### config.mk
export PLATFORM = sky130hd
export DESIGN_NAME = data_eeprom_write_guard
export DESIGN_NICKNAME = d
export VERILOG_FILES = /design/src/hw/eeprom_guard_pkg.sv /design/src/hw/data_eeprom_write_guard.sv /design/src/hw/eeprom_cell_array.sv
export SDC_FILE = /design/constraint.sdc
export NUM_CORES = 2
export LEC_CHECK = 0
export BUFFER_PORTS_ARGS = -buffer_cell sky130_fd_sc_hd__buf_4
export CELL_PAD_IN_SITES_DETAIL_PLACEMENT = 1
export CELL_PAD_IN_SITES_GLOBAL_PLACEMENT = 1
export CORE_ASPECT_RATIO = 1.75
export CORE_MARGIN = 2
export CORE_UTILIZATION = 60
export DETAILED_ROUTE_END_ITERATION = 10
export GPL_ROUTABILITY_DRIVEN = 0
export PLACE_DENSITY = 0.86
export SYNTH_ARGS = -nofsm -noshare
export SYNTH_HDL_FRONTEND = slang
export SYNTH_SLANG_ARGS = --single-unit
### constraint.sdc
create_clock -name CLOCK -period 8.56 [get_ports CLOCK]
set_input_delay 0.856 -clock CLOCK [delete_from_list [all_inputs] [get_ports CLOCK]]
set_output_delay 0.856 -clock CLOCK [all_outputs]
set_load 0.01 [all_outputs]
### src/hw/eeprom_guard_pkg.sv
package eeprom_guard_pkg;
    localparam int CLK_PERIOD_NS = 8;
    localparam int PWRT_TIME_NS = 64_000_000;
    localparam int PWRT_CYCLES = PWRT_TIME_NS / CLK_PERIOD_NS;
    localparam int WRITE_TIME_NS = 4_000_000;
    localparam int WRITE_CYCLES = WRITE_TIME_NS / CLK_PERIOD_NS;
    localparam int MEM_DEPTH = 256;
    localparam int ADDR_W = 8;

    localparam logic [7:0] OFS_CONTROL = 8'h00;
    localparam logic [7:0] OFS_UNLOCK = 8'h04;
    localparam logic [7:0] OFS_ADDR_LOW = 8'h08;
    localparam logic [7:0] OFS_ADDR_HIGH = 8'h0c;
    localparam logic [7:0] OFS_DATA = 8'h10;
    localparam logic [7:0] OFS_IRQ_STATUS = 8'h14;
    localparam logic [7:0] OFS_IRQ_MASK = 8'h18;
    localparam logic [7:0] OFS_STATE = 8'h1c;

    localparam int CTL_FETCH = 0;
    localparam int CTL_START = 1;
    localparam int CTL_PERMIT = 2;
    localparam int CTL_FAULT = 3;
    localparam int CTL_REGION_LSB = 6;

    localparam int IRQ_DONE = 0;
    localparam int IRQ_FAULT = 1;

    localparam int ST_BUSY = 0;
    localparam int ST_PWRT_DONE = 1;
    localparam int ST_ARMED = 2;

    localparam logic [7:0] UNLOCK_KEY1 = 8'h55;
    localparam logic [7:0] UNLOCK_KEY2 = 8'haa;

    localparam logic [31:0] PRDATA_RESET = 32'h0000_0000;
    localparam logic [1:0] IRQ_MASK_RESET = 2'h0;

    typedef enum logic [2:0] {
        ULK_IDLE = 3'b001,
        ULK_HALF = 3'b010,
        ULK_ARMED = 3'b100
    } unlock_e;
endpackage

### src/hw/data_eeprom_write_guard.sv
`timescale 1ns/100ps
// Functional notes
// - With data code protection on, refuse every external read and write.
// - Start on protected or invalid address clears start, memory unchanged.
// - Such a rejected start sets the program fault flag.
// - Reset clears the program permit bit.
// - No write may start while the power-up timer runs.
// - CPU write starts only with permit set and unlock completed; external writes need neither.
module data_eeprom_write_guard
    import eeprom_guard_pkg::*;
#(
    parameter int PWRT_CYCLES_P = PWRT_CYCLES,
    parameter int WRITE_CYCLES_P = WRITE_CYCLES
)
(
    input wire logic CLOCK,
    input wire logic RST,
    input wire logic PSEL,
    input wire logic PENABLE,
    input wire logic PWRITE,
    input wire logic [7:0] PADDR,
    input wire logic [31:0] PWDATA,
    output logic [31:0] PRDATA,
    output logic PREADY,
    output logic PSLVERR,
    input wire logic CODE_PROTECT,
    input wire logic WRITE_PROTECT,
    input wire logic EXT_REQ,
    input wire logic EXT_WRITE,
    input wire logic [7:0] EXT_ADDR,
    input wire logic [7:0] EXT_WDATA,
    output logic [7:0] EXT_RDATA,
    output logic EXT_ACK,
    output logic EXT_REFUSED,
    output logic IRQ
);
    logic [31:0] prdata_q, prdata_d;
    logic pready_q, pready_d;
    logic pslverr_q, pslverr_d;
    logic permit_q, permit_d;
    logic start_q, start_d;
    logic fault_q, fault_d;
    logic [1:0] region_q, region_d;
    unlock_e ulk_q, ulk_d;
    logic [7:0] addr_lo_q, addr_lo_d;
    logic [7:0] addr_hi_q, addr_hi_d;
    logic [7:0] data_q, data_d;
    logic [1:0] irq_st_q, irq_st_d;
    logic [1:0] irq_mask_q, irq_mask_d;
    logic irq_q, irq_d;
    logic [31:0] pwrt_cnt_q, pwrt_cnt_d;
    logic pwrt_done_q, pwrt_done_d;
    logic [7:0] ext_rdata_q, ext_rdata_d;
    logic ext_ack_q, ext_ack_d;
    logic ext_refused_q, ext_refused_d;
    logic bus_wr, setup, hit, invalid, req_start, req_fetch;
    logic cpu_start, ext_start, mem_start, mem_busy, mem_done;
    logic [7:0] mem_rd_a, mem_rd_b;

    assign PRDATA = prdata_q;
    assign PREADY = pready_q;
    assign PSLVERR = pslverr_q;
    assign EXT_RDATA = ext_rdata_q;
    assign EXT_ACK = ext_ack_q;
    assign EXT_REFUSED = ext_refused_q;
    assign IRQ = irq_q;

    assign setup = PSEL & ~PENABLE;
    assign bus_wr = PSEL & PENABLE & PWRITE & pready_q & ~pslverr_q;
    assign hit = (PADDR == OFS_CONTROL) || (PADDR == OFS_UNLOCK) ||
        (PADDR == OFS_ADDR_LOW) || (PADDR == OFS_ADDR_HIGH) ||
        (PADDR == OFS_DATA) || (PADDR == OFS_IRQ_STATUS) ||
        (PADDR == OFS_IRQ_MASK) || (PADDR == OFS_STATE);
    // Only the data region with an in-range pointer can be programmed
    assign invalid = (addr_hi_q != 8'h00) || (region_q != 2'b00);
    assign mem_start = cpu_start | ext_start;

    eeprom_cell_array #(
        .WRITE_CYCLES_P(WRITE_CYCLES_P)
    ) u_cells (
        .clk(CLOCK),
        .rst(RST),
        .start(mem_start),
        .wr_addr(cpu_start ? addr_lo_q : EXT_ADDR),
        .wr_data(cpu_start ? data_q : EXT_WDATA),
        .rd_addr_a(addr_lo_q),
        .rd_addr_b(EXT_ADDR),
        .rd_data_a(mem_rd_a),
        .rd_data_b(mem_rd_b),
        .busy(mem_busy),
        .done(mem_done)
    );

    always_comb
    begin
        prdata_d = prdata_q;
        pready_d = setup;
        pslverr_d = setup & ~hit;
        permit_d = permit_q;
        start_d = start_q;
        fault_d = fault_q;
        region_d = region_q;
        ulk_d = ulk_q;
        addr_lo_d = addr_lo_q;
        addr_hi_d = addr_hi_q;
        data_d = data_q;
        irq_st_d = irq_st_q;
        irq_mask_d = irq_mask_q;
        pwrt_cnt_d = pwrt_cnt_q;
        pwrt_done_d = pwrt_done_q;
        ext_rdata_d = ext_rdata_q;
        ext_ack_d = EXT_REQ;
        ext_refused_d = 1'b0;
        req_start = 1'b0;
        req_fetch = 1'b0;
        cpu_start = 1'b0;
        ext_start = 1'b0;

        if (!pwrt_done_q)
        begin
            if (pwrt_cnt_q == 32'(PWRT_CYCLES_P - 1))
                pwrt_done_d = 1'b1;
            else
                pwrt_cnt_d = pwrt_cnt_q + 32'd1;
        end

        // Read data prepared in setup so PRDATA can come from a flop
        if (setup)
        begin
            prdata_d = 32'h0;
            unique case (PADDR)
                OFS_CONTROL:
                begin
                    prdata_d[CTL_START] = start_q;
                    prdata_d[CTL_PERMIT] = permit_q;
                    prdata_d[CTL_FAULT] = fault_q;
                    prdata_d[CTL_REGION_LSB +: 2] = region_q;
                end
                OFS_ADDR_LOW: prdata_d[7:0] = addr_lo_q;
                OFS_ADDR_HIGH: prdata_d[7:0] = addr_hi_q;
                OFS_DATA: prdata_d[7:0] = data_q;
                OFS_IRQ_STATUS: prdata_d[1:0] = irq_st_q;
                OFS_IRQ_MASK: prdata_d[1:0] = irq_mask_q;
                OFS_STATE:
                begin
                    prdata_d[ST_BUSY] = mem_busy;
                    prdata_d[ST_PWRT_DONE] = pwrt_done_q;
                    prdata_d[ST_ARMED] = (ulk_q == ULK_ARMED);
                end
                default: prdata_d = 32'h0;
            endcase
        end

        if (bus_wr)
        begin
            unique case (PADDR)
                OFS_CONTROL:
                begin
                    permit_d = PWDATA[CTL_PERMIT];
                    region_d = PWDATA[CTL_REGION_LSB +: 2];
                    // Fault clears only when written as zero
                    fault_d = fault_q & PWDATA[CTL_FAULT];
                    req_start = PWDATA[CTL_START] & ~start_q;
                    req_fetch = PWDATA[CTL_FETCH];
                end
                OFS_UNLOCK:
                begin
                    // Any wrong byte drops the sequence back to the start
                    if (ulk_q == ULK_IDLE && PWDATA[7:0] == UNLOCK_KEY1)
                        ulk_d = ULK_HALF;
                    else if (ulk_q == ULK_HALF &&
                             PWDATA[7:0] == UNLOCK_KEY2)
                        ulk_d = ULK_ARMED;
                    else
                        ulk_d = ULK_IDLE;
                end
                OFS_ADDR_LOW: addr_lo_d = PWDATA[7:0];
                OFS_ADDR_HIGH: addr_hi_d = PWDATA[7:0];
                OFS_DATA: data_d = PWDATA[7:0];
                OFS_IRQ_STATUS: irq_st_d = irq_st_q & ~PWDATA[1:0];
                OFS_IRQ_MASK: irq_mask_d = PWDATA[1:0];
                default: ;
            endcase
        end

        // Fetch is a pulse; the bit never reads back as set
        if (req_fetch && region_d == 2'b00)
            data_d = (addr_hi_q == 8'h00) ? mem_rd_a : 8'h00;

        if (req_start)
        begin
            // A start attempt always uses up the unlock
            ulk_d = ULK_IDLE;
            if (permit_d && ulk_q == ULK_ARMED && pwrt_done_q &&
                !mem_busy)
            begin
                if (WRITE_PROTECT || invalid)
                begin
                    fault_d = 1'b1;
                    irq_st_d[IRQ_FAULT] = 1'b1;
                end
                else
                begin
                    start_d = 1'b1;
                    cpu_start = 1'b1;
                end
            end
        end

        if (mem_done && start_q)
        begin
            start_d = 1'b0;
            irq_st_d[IRQ_DONE] = 1'b1;
        end

        if (EXT_REQ)
        begin
            if (CODE_PROTECT)
                ext_refused_d = 1'b1;
            else if (EXT_WRITE)
            begin
                // The cell array has one program engine
                if (mem_busy || cpu_start || !pwrt_done_q)
                    ext_refused_d = 1'b1;
                else
                    ext_start = 1'b1;
            end
            else
                ext_rdata_d = mem_rd_b;
        end

        irq_d = |(irq_st_d & irq_mask_d);
    end

    always_ff @(posedge CLOCK or posedge RST)
    begin
        if (RST)
        begin
            prdata_q <= PRDATA_RESET;
            pready_q <= 1'b0;
            pslverr_q <= 1'b0;
            permit_q <= 1'b0;
            start_q <= 1'b0;
            fault_q <= 1'b0;
            region_q <= 2'b00;
            ulk_q <= ULK_IDLE;
            addr_lo_q <= 8'h00;
            addr_hi_q <= 8'h00;
            data_q <= 8'h00;
            irq_st_q <= 2'h0;
            irq_mask_q <= IRQ_MASK_RESET;
            irq_q <= 1'b0;
            pwrt_cnt_q <= 32'h0;
            pwrt_done_q <= 1'b0;
            ext_rdata_q <= 8'h00;
            ext_ack_q <= 1'b0;
            ext_refused_q <= 1'b0;
        end
        else
        begin
            prdata_q <= prdata_d;
            pready_q <= pready_d;
            pslverr_q <= pslverr_d;
            permit_q <= permit_d;
            start_q <= start_d;
            fault_q <= fault_d;
            region_q <= region_d;
            ulk_q <= ulk_d;
            addr_lo_q <= addr_lo_d;
            addr_hi_q <= addr_hi_d;
            data_q <= data_d;
            irq_st_q <= irq_st_d;
            irq_mask_q <= irq_mask_d;
            irq_q <= irq_d;
            pwrt_cnt_q <= pwrt_cnt_d;
            pwrt_done_q <= pwrt_done_d;
            ext_rdata_q <= ext_rdata_d;
            ext_ack_q <= ext_ack_d;
            ext_refused_q <= ext_refused_d;
        end
    end
endmodule

### src/hw/eeprom_cell_array.sv
`timescale 1ns/100ps
module eeprom_cell_array
    import eeprom_guard_pkg::*;
#(
    parameter int WRITE_CYCLES_P = WRITE_CYCLES
)
(
    input wire logic clk,
    input wire logic rst,
    input wire logic start,
    input wire logic [ADDR_W-1:0] wr_addr,
    input wire logic [7:0] wr_data,
    input wire logic [ADDR_W-1:0] rd_addr_a,
    input wire logic [ADDR_W-1:0] rd_addr_b,
    output logic [7:0] rd_data_a,
    output logic [7:0] rd_data_b,
    output logic busy,
    output logic done
);
    logic [7:0] mem [MEM_DEPTH];
    logic [31:0] cnt_q, cnt_d;
    logic busy_q, busy_d;
    logic done_q, done_d;
    logic [ADDR_W-1:0] addr_q, addr_d;
    logic [7:0] data_q, data_d;
    logic commit;

    assign rd_data_a = mem[rd_addr_a];
    assign rd_data_b = mem[rd_addr_b];
    assign busy = busy_q;
    assign done = done_q;

    always_comb
    begin
        cnt_d = cnt_q;
        busy_d = busy_q;
        addr_d = addr_q;
        data_d = data_q;
        done_d = 1'b0;
        commit = 1'b0;
        if (busy_q)
        begin
            // Cell content changes only when the program time has elapsed
            if (cnt_q == 32'(WRITE_CYCLES_P - 1))
            begin
                busy_d = 1'b0;
                done_d = 1'b1;
                commit = 1'b1;
            end
            else
                cnt_d = cnt_q + 32'd1;
        end
        else if (start)
        begin
            busy_d = 1'b1;
            cnt_d = 32'd0;
            addr_d = wr_addr;
            data_d = wr_data;
        end
    end

    always_ff @(posedge clk or posedge rst)
    begin
        if (rst)
        begin
            cnt_q <= 32'h0;
            busy_q <= 1'b0;
            done_q <= 1'b0;
            addr_q <= '0;
            data_q <= 8'h00;
        end
        else
        begin
            cnt_q <= cnt_d;
            busy_q <= busy_d;
            done_q <= done_d;
            addr_q <= addr_d;
            data_q <= data_d;
        end
    end

    // Nonvolatile: contents survive reset
    always_ff @(posedge clk)
    begin
        if (commit)
            mem[addr_q] <= data_q;
    end
endmodule

# Word-level counts from Yosys, hierarchy flattened

Memories as Yosys holds them, arrays and structs flattened. A register that Yosys moved wholly into a read port is not among the register bits.
Cells that the tools add are included.

Register bits: 132
Memory bits (writable): 2048
Input port bits: 65
Logic and storage cells: 170
Memories: 1

Memory list:

| memory      | words | width | read ports | clocked after memory_dff | write ports | line                    | RTL |
|---|---|---|---|---|---|---|---|
| u_cells.mem | 256   | 8     | 2          | 1                        | 1           | eeprom_cell_array.sv:20 | `logic [7:0] mem [MEM_DEPTH];` |

Add/sub/neg operators: 2
Eq/ne operators: 16
Multiplexer cells: 65
Bitwise logic cells: 21
Reductions and logical operators: 42

Operators with widths:

| kind                  | number |
|---|---|
| $mux 32               | 3 |
| $add 32x1->32 const B | 2 |
| $mux 8                | 6 |
| $mux 1                | 39 |
| $eq 32x19->1 const B  | 1 |
| $eq 32x23->1 const B  | 1 |
| $eq 8x5->1 const B    | 4 |
| $eq 8x4->1 const B    | 2 |
| $logic_not 8->1       | 2 |
| $reduce_bool 2->1     | 8 |
| $mux 3                | 5 |
| $reduce_and 2->1      | 7 |
| $mux 2                | 6 |
| $logic_or 1x1->1      | 11 |
| $not 1->1             | 9 |
| $and 1x1->1           | 8 |
| $eq 8x3->1 const B    | 1 |
| $eq 8x7->1 const B    | 1 |
| $eq 8x8->1 const B    | 1 |
| $pmux 2 s4            | 1 |
| $reduce_bool 8->1     | 1 |
| $logic_and 1x1->1     | 7 |
| $pmux 1 s7            | 1 |
| $pmux 1 s6            | 1 |
| other kinds (15)      | 18 |

# Depth between registers and ports, before layout

Word-level depth: 19
Depth in mapped cells: 13

# Cells and area by module

A second synthesis with hierarchy kept.

Cell total of the unflattened synthesis: 5810
Area total of the unflattened synthesis: 101886.5 µm²

Modules (own cells, without submodules):

| module                  | times used | cells each | area each (µm²) | sequential area each (µm²) |
|---|---|---|---|---|
| eeprom_cell_array       | 1          | 5378       | 97131.9         | 62750.2 |
| data_eeprom_write_guard | 1          | 432        | 4754.6          | 2253.4 |

# Worst setup path before layout

OpenSTA, ideal clock, no wires.

Path type: reg-to-reg
Start point: reg u_cells.data_q[0]
End point: mem u_cells.mem[0][0], data pin
Setup time: 0.804 ns
Arrival: 3.184 ns
Data required time: 7.756 ns
Setup slack: 4.573 ns
Cell stages (with the launch flop): 1
Buffers on the path: 0
Clock period less this slack: 3.987 ns
Cell sequence: dfrtp_1

RTL lines:

| element                | line                    | RTL |
|---|---|---|
| from (decl)            | eeprom_cell_array.sv:25 | `logic [7:0] data_q, data_d;` |
| from (signal assigned) | eeprom_cell_array.sv:78 | `data_q <= data_d;` |
| to (decl)              | eeprom_cell_array.sv:20 |  |

Straight into the memory's write port.

# Final worst setup path

Start point: reg u_cells.cnt_q[10]
End point: mem u_cells.mem[186][0], enable pin

Word-level cells in the longest chain between the ends: 5

Ends and longest elaborated chain:

| element                      | line                    | RTL |
|---|---|---|
| from (decl)                  | eeprom_cell_array.sv:21 | `logic [31:0] cnt_q, cnt_d;` |
| from (signal assigned)       | eeprom_cell_array.sv:74 | `cnt_q <= cnt_d;` |
| $eq 32x19->1                 | eeprom_cell_array.sv:44 | `if (cnt_q == 32'(WRITE_CYCLES_P - 1))` |
| $mux 1                       | eeprom_cell_array.sv:44 |  |
| $mux 1                       | eeprom_cell_array.sv:41 | `if (busy_q)` |
| $mux 1                       | eeprom_cell_array.sv:85 | `if (commit)` |
| $mux 1 (implied by the code) | eeprom_cell_array.sv:86 | `mem[addr_q] <= data_q;` |

No other way between the ends.

==> flow_summary.yaml <==
clock_network:
  clk_latency_ps: 930
  cts_made_buffers: 197
  ctsHoldBuffers: 0
  clk_path_buf_depth: 4
  h-tree-depth: 4
  cts.sinks: 2188
  post_cts_resized: 0
  clkTransAtPathRegs_ps: 70
  cts_tree: "built"
  postCtsSetupRepairBufs: 0
  root_buffer: "clkbuf_16"
global_routing:
  grt_use_met1_pct: 50.0
  grt-busiest-layer: "met2"
  use_met2_pct: 69.1
  grt_max_degree: 128
  grt_pass1_vias: 68000
  gr-total-overflow: 0
  grtUsageMet3_pct: 18.0
  grt_pass1_wl_mm: 544
  antenna_found_initial: 42
  grt.total_usage_pct: 45.7
critical_path:
  worst_setup_path_start_kind: "register"
  crit_type: "register to register"
  crit_path_end_kind: "register"
  worst-r2r-cell-count: 8
  crit_fanout: 9
  required_ps: 9050
  critPathArrivalTime_ps: 6280
sta:
  finalHoldViolCount: 0
  whs_ps: 69.8
  worst_slack_ps: 2770
  min_period_ps: 5790
  max_freq_mhz: 173
  finalCritPeriodShare_pct: 67.7
  worstMarginPinSlew_ps: 1590
  finalSetupViolations: 0
  clock_skew_ps: 48.5
  rsz0062_at_grt: "no"
  slew_headroom_pct: -7.40
  slew_viol_final: 12
  setup-tns-final_ps: 0
synthesis:
  yosysMostFrequentCell: "edfxtp_1"
  syn_avg_cell_area_um2: 18.6
  synth_edf_count: 2048
  synth_common_cells: "edfxtp_1, mux4_2, nor2_1, nand2_1, mux2i_1"
  synth_seq_area_share_pct: 63.4
  async_reset_ff_share_pct: 6.40
  ys_top_cells_by_area: "edfxtp_1, mux4_2, dfrtp_1"
  synth_top_area_cell: "edfxtp_1"
  synth_top_area_share_pct: 60.0
  synthesis.area_mm2: 0.103
  ys_types: 82
  synthCells: 5506
  synth_ff_type: "edfxtp_1"
  synth-seq-cells: 2188
  synth.yosys.warnings: 0
pwr:
  power_density_mw_per_mm2: 191
  p_leak_uw: 0.0276
  ir_drop_mv: 0.152
job:
  maxCapViolCount: 5
floorplanning:
  die_area_mm2: 0.174
  core_area_mm2: 0.170
  rows: 200
  ios: 110
  initial_core_util_pct: 60.4
  die_w_um: 316
  die_h_um: 551
placed_design:
  io_buffers: 61
  hpwlAfterDp_mm: 233
  place_ws_ps: 3370
  placed_area_mm2: 0.105
drt:
  wirelength_mm: 389
  drt-vias-per-instance: 8.50
  drc_errors: 0
  vias: 67100
  drt_iter0_markers: 13100
  ant_nets: 0
  first_pass_iters: 8
  wire_per_inst_um: 49.3
finish:
  seq_area_mm2: 0.0651
  nets: 5550
  fin_util_pct: 65.5
  multi_input_comb_area_mm2: 0.0352
  stdcell_area_mm2: 0.111
  drive_gt1_share_pct: 29.2
  area_delta_synth_final_pct: 8.44
  fillCellCount: 13800
run_status:
  violations: "max-capacitance violations, max-slew violations"
  status: "finished with violations"
worst_hold_path:
  worstHoldPathType: "primary input to asynchronous set/reset pin"
[registers in the layout, indices dropped and copies added (netlist names), 2 cells and up]
name	count
EXT_RDATA	8
PRDATA	8
addr_hi_q	8
addr_lo_q	8
data_q	8
irq_mask_q	2
irq_st_q	2
pwrt_cnt_q	32
region_q	2
u_cells.addr_q	8
u_cells.cnt_q	32
u_cells.data_q	8
u_cells.mem	2048
ulk_q	3
[placed cells by master (no fill, tap or decap), drive strengths merged, types with 60 or more instances in the layout]
cell type  netlist  routed
a22oi           66      66
o22ai          114     114
nor2           395     395
dfrtp          139     139
buf            275     194
mux2i          190     190
nand2          209     209
nand3           66      66
a21oi           74      74
mux4          1058    1058
clkbuf         164     230
nor3            70      70
edfxtp        2048    2048
clkinv           1      71
o221ai          60      60
o21ai           61      61
[logic make-up (layout without fill, tap and decap cells)]
| family | after synthesis | after routing | synth area share, % |
|---|---|---|---|
| flip-flops | 2188 | 2188 | 63.4 |
| multiplexers | 1296 | 1296 | 25.6 |
| AND/OR/NAND/NOR | 960 | 960 | 4.34 |
| AO/OA/AOI/OAI | 544 | 544 | 3.69 |
| buffers and inverters | 459 | 565 | 2.44 |
| XOR/XNOR | 56 | 56 | 0.478 |
| adder cells (fa/ha/maj) | 2 | 2 | 0.0244 |
| other | 1 | 62 | 0.00366 |
[final timing paths]
path,endpoint,startpoint,slack [ps]
min in group CLOCK,EXT_ACK,EXT_REQ,90
min,irq_mask_q[1],RST,70
max in group asynchronous,addr_lo_q[4],RST,6870
min reg2reg,pwrt_cnt_q[22],pwrt_cnt_q[22],470
max reg2reg,u_cells.mem[186][0],u_cells.cnt_q[10],2770
max,u_cells.mem[186][0],u_cells.cnt_q[10],2770
[per-stage QoR]
step | power (uW) | instances
after floorplan | 12100 | 5529
after global placement | 12300 | 7503
after detailed placement | 12300 | 7503
after CTS | 21100 | 7854
after global routing | 21500 | 7862
final | 21200 | 7895
[power by group]
part           internal, uW  switching, uW
clock                  4860           4250
sequential            11500           28.1
combinational           187            392
total                 16600           4670
[area by class of cell]
class | count | area share, %
Timing Repair Buffer | 194 | 1.50
Clock inverter | 121 | 1.04
Multi-Input combinational cell | 2882 | 31.7
Sequential cell | 2188 | 58.5
Inverter | 20 | 0.0788
Antenna cell | 38 | 0.0855
Clock buffer | 230 | 4.62
Tap cell | 2222 | 2.50
[metal layers]
metal / wire length (um) / part of all wire [%]
met5: 622 / 0.16
met1: 107000 / 27
met3: 56700 / 15
met2: 179000 / 46
met4: 46400 / 12
[critical path, stage by stage (launching register included)]
cell     delay [ps]
dfrtp_1         440
nor4_1          670
nand3_1         170
nor3_1          350
nand2_1         390
nor3b_1         760
nand2_1         950
buf_4           560
nor2_1         1080
Power figures use the tool's default switching activity.
